$ cat src/hdl/mirc_regs.svh
`ifndef MIRC_REGS_SVH
`define MIRC_REGS_SVH
// Register byte addresses on APB
`define MIRC_SECOND_OFS  12'h0000
`define MIRC_THIRD_OFS   12'h0004
`define MIRC_GLOBAL_OFS  12'h0008
`define MIRC_STATUS_OFS  12'h000C
// Field positions: flags in the high nibble, enables in the low nibble
`define MIRC_FLAG_LSB    4
`define MIRC_ENABLE_LSB  0
`define MIRC_REG_RESET   8'h00
// Mask of implemented bits in the third register on the reduced variant
`define MIRC_THIRD_REDUCED_MASK 8'h33
// Vector addresses, bit 7 of the second register first
`define MIRC_VECTOR_BASE 12'h0004
`define MIRC_VECTOR_STEP 12'h0004
`define MIRC_STACK_DEPTH 8
`endif

$ cat src/hdl/mirc_pkg.sv
package mirc_pkg;
   typedef enum logic [1:0] {MIRC_RUN, MIRC_PUSH, MIRC_LOAD} mirc_state_t;
endpackage

$ cat src/hdl/mirc_irq_ctrl.sv
// The APB interface to the registers and the placing of the registers were left to the implementer.
`timescale 1ns/1ns
`include "mirc_regs.svh"
`default_nettype none
module mirc_irq_ctrl #(
   parameter bit HAS_COMPARATORS = 1'b1
) (
   // Clock and reset
   input  wire logic        clk,
   input  wire logic        resetn,
   // APB slave
   input  wire logic        psel,
   input  wire logic        penable,
   input  wire logic        pwrite,
   input  wire logic [11:0] paddr,
   input  wire logic [31:0] pwdata,
   input  wire logic [3:0]  pstrb,
   output logic      [31:0] prdata,
   output logic             pready,
   output logic             pslverr,
   // Peripheral events, one-cycle pulses, order matches flag bits 7..4
   input  wire logic [3:0]  second_events,
   input  wire logic [3:0]  third_events,
   // CPU core
   input  wire logic        instr_boundary,
   input  wire logic [11:0] next_pc,
   input  wire logic        return_from_irq_instr,
   input  wire logic        stack_full,
   input  wire logic        sleep_mode,
   output logic             irq_taken,
   output logic             stack_push,
   output logic [11:0]      stack_push_data,
   output logic             pc_load,
   output logic [11:0]      pc_load_addr,
   output logic             stack_pop,
   output logic             wake_up
);

   ////////////////////////////////////////////////////////////////////////////
   // State
   logic [7:0]  second_q;
   logic [7:0]  third_q;
   logic        global_irq_enable_q;
   logic [2:0]  pick_q;
   mirc_pkg::mirc_state_t state_q;

   logic [7:0]  third_mask;
   logic [7:0]  pending;
   logic        take;
   logic [2:0]  pick;
   logic        wr_acc;
   logic        rd_acc;
   logic [7:0]  serviced_clr;

   assign third_mask = HAS_COMPARATORS ? 8'hFF : `MIRC_THIRD_REDUCED_MASK;

   // Flag bit n is enabled by bit n-4; index 0..3 second, 4..7 third
   function automatic logic [3:0] mirc_active(input logic [7:0] r);
      mirc_active = r[7:4] & r[3:0];
   endfunction

   assign pending = {mirc_active(third_q & third_mask), mirc_active(second_q)};

   // Lowest index wins: second register bit 7 down to third bit 4
   // Scanning downwards leaves the lowest set index as the result
   function automatic logic [2:0] mirc_first(input logic [7:0] p);
      mirc_first = 3'd0;
      for (int i = 7; i >= 0; i--)
      begin
         if (p[i])
         begin
            mirc_first = 3'(i);
         end
      end
   endfunction

   // Remap so index 0 is the second register's top flag
   assign pick = mirc_first({pending[4], pending[5], pending[6], pending[7],
                             pending[0], pending[1], pending[2], pending[3]});

   // Only at a boundary, with global enable, stack room and an enabled flag
   assign take = (state_q == mirc_pkg::MIRC_RUN) && instr_boundary && global_irq_enable_q
                 && !stack_full && (pending != 8'h00);

   // Writes land at the access edge; reads are captured at setup so prdata stands in access
   assign wr_acc = psel && penable && pwrite && pready;
   assign rd_acc = psel && !penable && !pwrite;

   // One-hot of the serviced flag in {third[7:4], second[7:4]} order
   always_comb
   begin
      serviced_clr = 8'h00;
      if (take)
      begin
         // Index 0..3 maps to bits 3..0, 4..7 wraps to bits 7..4 in three bits
         serviced_clr[3'd3 - pick] = 1'b1;
      end
   end

   ////////////////////////////////////////////////////////////////////////////
   // Service sequence: push, then load vector
   always_ff @(posedge clk)
   begin
      if (!resetn)
      begin
         state_q <= mirc_pkg::MIRC_RUN;
         pick_q  <= 3'd0;
      end
      else
      begin
         unique case (state_q)
            mirc_pkg::MIRC_RUN:
            begin
               if (take)
               begin
                  state_q <= mirc_pkg::MIRC_PUSH;
                  pick_q  <= pick;
               end
            end
            // No new take is looked at until LOAD returns to RUN
            mirc_pkg::MIRC_PUSH: state_q <= mirc_pkg::MIRC_LOAD;
            mirc_pkg::MIRC_LOAD: state_q <= mirc_pkg::MIRC_RUN;
         endcase
      end
   end

   // Core-facing strobes, all registered
   always_ff @(posedge clk)
   begin
      if (!resetn)
      begin
         irq_taken       <= 1'b0;
         stack_push      <= 1'b0;
         stack_push_data <= 12'h000;
         pc_load         <= 1'b0;
         pc_load_addr    <= 12'h000;
         stack_pop       <= 1'b0;
      end
      else
      begin
         irq_taken  <= take;
         stack_push <= take;
         if (take)
         begin
            stack_push_data <= next_pc;
         end
         pc_load <= (state_q == mirc_pkg::MIRC_PUSH);
         if (state_q == mirc_pkg::MIRC_PUSH)
         begin
            pc_load_addr <= `MIRC_VECTOR_BASE + `MIRC_VECTOR_STEP * {9'h000, pick_q};
         end
         // Pop passes straight to the core stack
         stack_pop <= return_from_irq_instr;
      end
   end

   // Wake while asleep and any flag is set, enable not required
   always_ff @(posedge clk)
   begin
      if (!resetn)
      begin
         wake_up <= 1'b0;
      end
      else
      begin
         wake_up <= sleep_mode && ((second_q[7:4] != 4'h0) || ((third_q[7:4] & third_mask[7:4]) != 4'h0));
      end
   end

   ////////////////////////////////////////////////////////////////////////////
   // Second register: events set over everything else
   always_ff @(posedge clk)
   begin
      if (!resetn)
      begin
         second_q <= `MIRC_REG_RESET;
      end
      else
      begin
         if (wr_acc && paddr == `MIRC_SECOND_OFS && pstrb[0])
         begin
            second_q <= pwdata[7:0];
         end
         else
         begin
            second_q[7:4] <= second_q[7:4] & ~serviced_clr[3:0];
         end
         second_q[7:4] <= (wr_acc && paddr == `MIRC_SECOND_OFS && pstrb[0] ? pwdata[7:4]
                          : second_q[7:4] & ~serviced_clr[3:0]) | second_events;
      end
   end

   // Third register, reduced variant keeps bits 7..6 and 3..2 at zero
   always_ff @(posedge clk)
   begin
      if (!resetn)
      begin
         third_q <= `MIRC_REG_RESET;
      end
      else
      begin
         if (wr_acc && paddr == `MIRC_THIRD_OFS && pstrb[0])
         begin
            third_q[3:0] <= pwdata[3:0] & third_mask[3:0];
         end
         third_q[7:4] <= ((wr_acc && paddr == `MIRC_THIRD_OFS && pstrb[0] ? pwdata[7:4]
                         : third_q[7:4] & ~serviced_clr[7:4]) | third_events) & third_mask[7:4];
      end
   end

   // Global enable: cleared on service; service wins over a same-cycle write
   always_ff @(posedge clk)
   begin
      if (!resetn)
      begin
         global_irq_enable_q <= 1'b0;
      end
      else if (take)
      begin
         global_irq_enable_q <= 1'b0;
      end
      else if (wr_acc && paddr == `MIRC_GLOBAL_OFS && pstrb[0])
      begin
         global_irq_enable_q <= pwdata[0];
      end
   end

   ////////////////////////////////////////////////////////////////////////////
   // APB: no wait states, read data captured in setup
   always_ff @(posedge clk)
   begin
      if (!resetn)
      begin
         pready  <= 1'b0;
         pslverr <= 1'b0;
         prdata  <= 32'h0000_0000;
      end
      else
      begin
         pready  <= psel && !penable;
         pslverr <= psel && !penable && !(paddr == `MIRC_SECOND_OFS || paddr == `MIRC_THIRD_OFS
                    || paddr == `MIRC_GLOBAL_OFS || paddr == `MIRC_STATUS_OFS);
         if (rd_acc)
         begin
            unique case (paddr)
               `MIRC_SECOND_OFS: prdata <= {24'h00_0000, second_q};
               `MIRC_THIRD_OFS:  prdata <= {24'h00_0000, third_q & third_mask};
               `MIRC_GLOBAL_OFS: prdata <= {31'h0000_0000, global_irq_enable_q};
               `MIRC_STATUS_OFS: prdata <= {22'h00_0000, state_q, pick_q, pending[4:0]};
               default:          prdata <= 32'h0000_0000;
            endcase
         end
      end
   end
endmodule
`default_nettype wire

$ cat config.mk
export PLATFORM = sky130hd
export DESIGN_NAME = mirc_irq_ctrl
export DESIGN_NICKNAME = d
export VERILOG_FILES = /design/src/hdl/mirc_pkg.sv /design/src/hdl/mirc_irq_ctrl.sv
export VERILOG_INCLUDE_DIRS = /design/src /design/src/hdl
export SDC_FILE = /design/constraint.sdc
export NUM_CORES = 1
export LEC_CHECK = 0
export ABC_AREA = 1
export BUFFER_PORTS_ARGS = -buffer_cell sky130_fd_sc_hd__buf_2
export CAP_MARGIN = 5
export CORE_MARGIN = 1.5
export CORE_UTILIZATION = 45
export CTS_CLUSTER_SIZE = 14
export DETAILED_ROUTE_END_ITERATION = 8
export MAX_ROUTING_LAYER = met4
export PLACE_DENSITY = 0.78
export SLEW_MARGIN = 10
export SYNTH_ARGS = -nofsm -noshare
export SYNTH_HDL_FRONTEND = slang
export SYNTH_SLANG_ARGS = --single-unit
$ cat constraint.sdc
create_clock -name clk -period 1.9 [get_ports clk]
set_clock_uncertainty 0.2 [all_clocks]
set_input_delay 0.38 -clock clk [delete_from_list [all_inputs] [get_ports clk]]
set_output_delay 0.38 -clock clk [all_outputs]
set_load 0.05 [all_outputs]
==> flow_summary.json <==
{
  "clock_latency_ns": 0.31,
  "ys_top_cells_by_area": "dfxtp_1, nand2_1, buf_4",
  "maxSlewViolCount": 0,
  "ant_nets": 0,
  "fin_util_pct": 55.57,
  "fin_crit_sh_pct": 93.53,
  "critPathBufInv": 3,
  "die_w_um": 83.20,
  "max_freq_ghz": 0.5627,
  "worst_setup_path_start_kind": "flop",
  "worstSetupEndpointType": "flop",
  "holdPathStages": 3,
  "yosysUniqueCellTypes": 35,
  "fin_ws_ns": 0.1230,
  "reg2reg_from": "state_q[1]",
  "drv_cap": 0,
  "p_per_area_nw_per_um2": 728.9,
  "yosys_warnings": 0,
  "cts_buffers": 5,
  "min_path_type": "input pin to flop",
  "path_delay_family": "buffers and inverters",
  "dr_total_vias": 2658,
  "drtPass1Iterations": 4,
  "initial_utilization_pct": 46.10,
  "gp_congestion": 0.9176,
  "crit_chain": "inv_1 -> ha_2 -> nand2_1 -> nor3_2 -> buf_4 -> nand2_2 -> buf_6 -> nand2_2 -> o21ai_1 -> a21oi_1",
  "regArea_um2": 1081,
  "crit_fanout": 13,
  "io_pins": 140,
  "crit_type": "flop to flop",
  "grt_pass1_wl_mm": 10.98,
  "r2r_slack_ns": 0.12,
  "synth_cells": 394,
  "cts_tree": "built",
  "period_needed_ns": 1.777,
  "area_growth_pct": 20.54,
  "dp_slack_ns": -0.05609,
  "setup_viol_count_final": 0,
  "crit_required_ns": 1.94,
  "synthArstFlopShare_pct": 0,
  "syn_avg_cell_area_um2": 7.345,
  "clockBufferDepth": 2,
  "cts.sinks": 54,
  "p_leak_nw": 1.824,
  "reg2reg_depth": 10,
  "synth-edff-count": 0,
  "fin_tns_setup_ns": 0,
  "drc": 0,
  "grt_pass1_vias": 2605,
  "synth_top_area_share_pct": 37.35,
  "max_stage_delay_ns": 0.34,
  "r2r_end": "state_q[1]",
  "overflow": 0,
  "synth_area_um2": 2894,
  "yosysSeqAreaShare_pct": 37.35,
  "port-buffer-count": 82,
  "final_nets": 572,
  "nFillCells": 595,
  "multiInputGateArea_um2": 1448,
  "grt_max_degree": 32,
  "global_route.usage.total_pct": 19.65,
  "wl_per_cell_um": 11.24,
  "dominantRegCellSynth": "dfxtp_1",
  "whs_endpoint": "stack_pop",
  "hold_violations": 0,
  "ys_ff_latch": 54,
  "totalWireLength_mm": 6.406,
  "clkTransAtPathRegs_ns": 0.10,
  "drt_iter0_markers": 123,
  "core_area_um2": 6277,
  "antenna_found_initial": 0,
  "ctsHoldBuffers": 0,
  "drive_above_1_share_pct": 30.63,
  "ir_worst_vdd_mv": 0.5097,
  "vias_per_cell": 4.663,
  "h-tree-depth": 2,
  "critPathArrivalTime_ns": 1.82,
  "place_hpwl_mm": 4.978,
  "status": "finished, final reports clean",
  "design_area_um2": 3488,
  "dieArea_um2": 6921,
  "worst-path-stages": 10,
  "die_y_um": 83.20,
  "critPathMostFrequentCell": "nand2_2",
  "cpMaxStageDelayCell": "dfxtp_1",
  "antenna_cells": 0,
  "dpl-instance-area_um2": 3362,
  "rows": 29,
  "min_from": "return_from_irq_instr",
  "synth_top_area_cell": "dfxtp_1",
  "clock_tree.root_cell": "clkbuf_8"
}
## placed cells by master, fill, tap and decap left out, types with 2 or more instances in the layout
master,n
a21oi_1,19
a21oi_2,12
buf_2,82
buf_4,22
clkbuf_8,6
clkinv_4,2
conb_1,30
dfxtp_1,54
ha_1,2
inv_1,42
inv_2,4
nand2_1,101
nand2_2,4
nand3_1,43
nand3_2,2
nand4_1,2
nor2_1,20
nor2_2,2
nor2_4,3
nor3_2,2
nor3_4,3
nor4_1,2
o211ai_2,2
o21ai_0,3
o21ai_1,10
o21bai_1,8
## cell type report
| class | count | area share, % |
|---|---|---|
| multi-input combinational | 279 | 41.50 |
| sequential | 54 | 30.99 |
| timing repair buffer | 105 | 16.82 |
| inverter | 47 | 5.057 |
| tap | 77 | 2.762 |
| clock buffer | 6 | 2.367 |
| clock inverter | 2 | 0.5022 |
## logic make-up (layout without fill, tap and decap cells)
group	Yosys count	count (layout)	share of synthesized area (%)
AND/OR/NAND/NOR	188	188	30.83
buffers and inverters	90	160	17.16
AO/OA/AOI/OAI	57	57	12.93
flip-flops	54	54	37.35
adder cells (fa/ha/maj)	3	3	1.297
other	1	30	0.1296
XOR/XNOR	1	1	0.3027
## worst max-delay path by stage
| stage | startpoint | end | slack [ns] |
|---|---|---|---|
| 6_report | state_q[1] | state_q[1] | 0.12 |
| 5_1_grt | state_q[1] | state_q[1] | -0.009 |
| 3_3_place_gp | paddr[5] | third_q[4] | 0.0002 |
| 2_1_floorplan | pready | third_q[4] | 0.03 |
| 3_5_place_dp | paddr[5] | third_q[4] | -0.06 |
| 4_1_cts | state_q[1] | state_q[1] | 0.02 |
## registers in the layout, indices dropped and copies added, names as in the netlist
register	flops
state_q	2
stack_pop	1
stack_push	1
second_q	8
pready	1
pc_load	1
global_irq_enable_q	1
pc_load_addr	4
wake_up	1
prdata	10
third_q	8
stack_push_data	12
pick_q	3
pslverr	1
## layer usage
layer  GRT usage (%)  part of all wire, %
met1           23.18                   46
met2           34.00                   47
met3           4.076                  5.5
met4           5.455                  1.2
met5               -                    0
## synthesized netlist by cell type, drive strengths merged, types with 2 or more instances
cell    count
nand2     106
dfxtp      54
inv        46
nand3      46
buf        40
a21oi      31
nor2       25
o21ai      13
o21bai      8
nor3        5
clkbuf      3
ha          3
nand4       3
nor4        2
o211ai      2
## per-stage QoR
step | power, mW | hold slack [ns] | std cells
floorplan | 1.745 | 0.2380 | 423
global placement | 1.850 | 0.2551 | 562
detailed placement | 1.870 | 0.2580 | 562
CTS | 2.554 | 0.03461 | 570
global route | 2.663 | 0.04824 | 570
finish | 2.543 | 0.04350 | 570
## worst min-delay path, delay by kind of cell
kind | cells | cell delay (ns)
AND/OR/NAND/NOR | 1 | 0.04
buffers and inverters | 2 | 0.11
## power breakdown
group          internal (mW)  total (mW)  switching, mW
Sequential              1.19        1.23         0.0361
Combinational          0.178       0.630          0.452
Clock                  0.301       0.683          0.382
## what timing repair did
action | in CTS | in global routing
setup endpoints to repair | 0 | 16
buffers inserted | 0 | 0
gates resized for setup | 0 | 7
No activity file was read; power rests on OpenSTA's default activity.
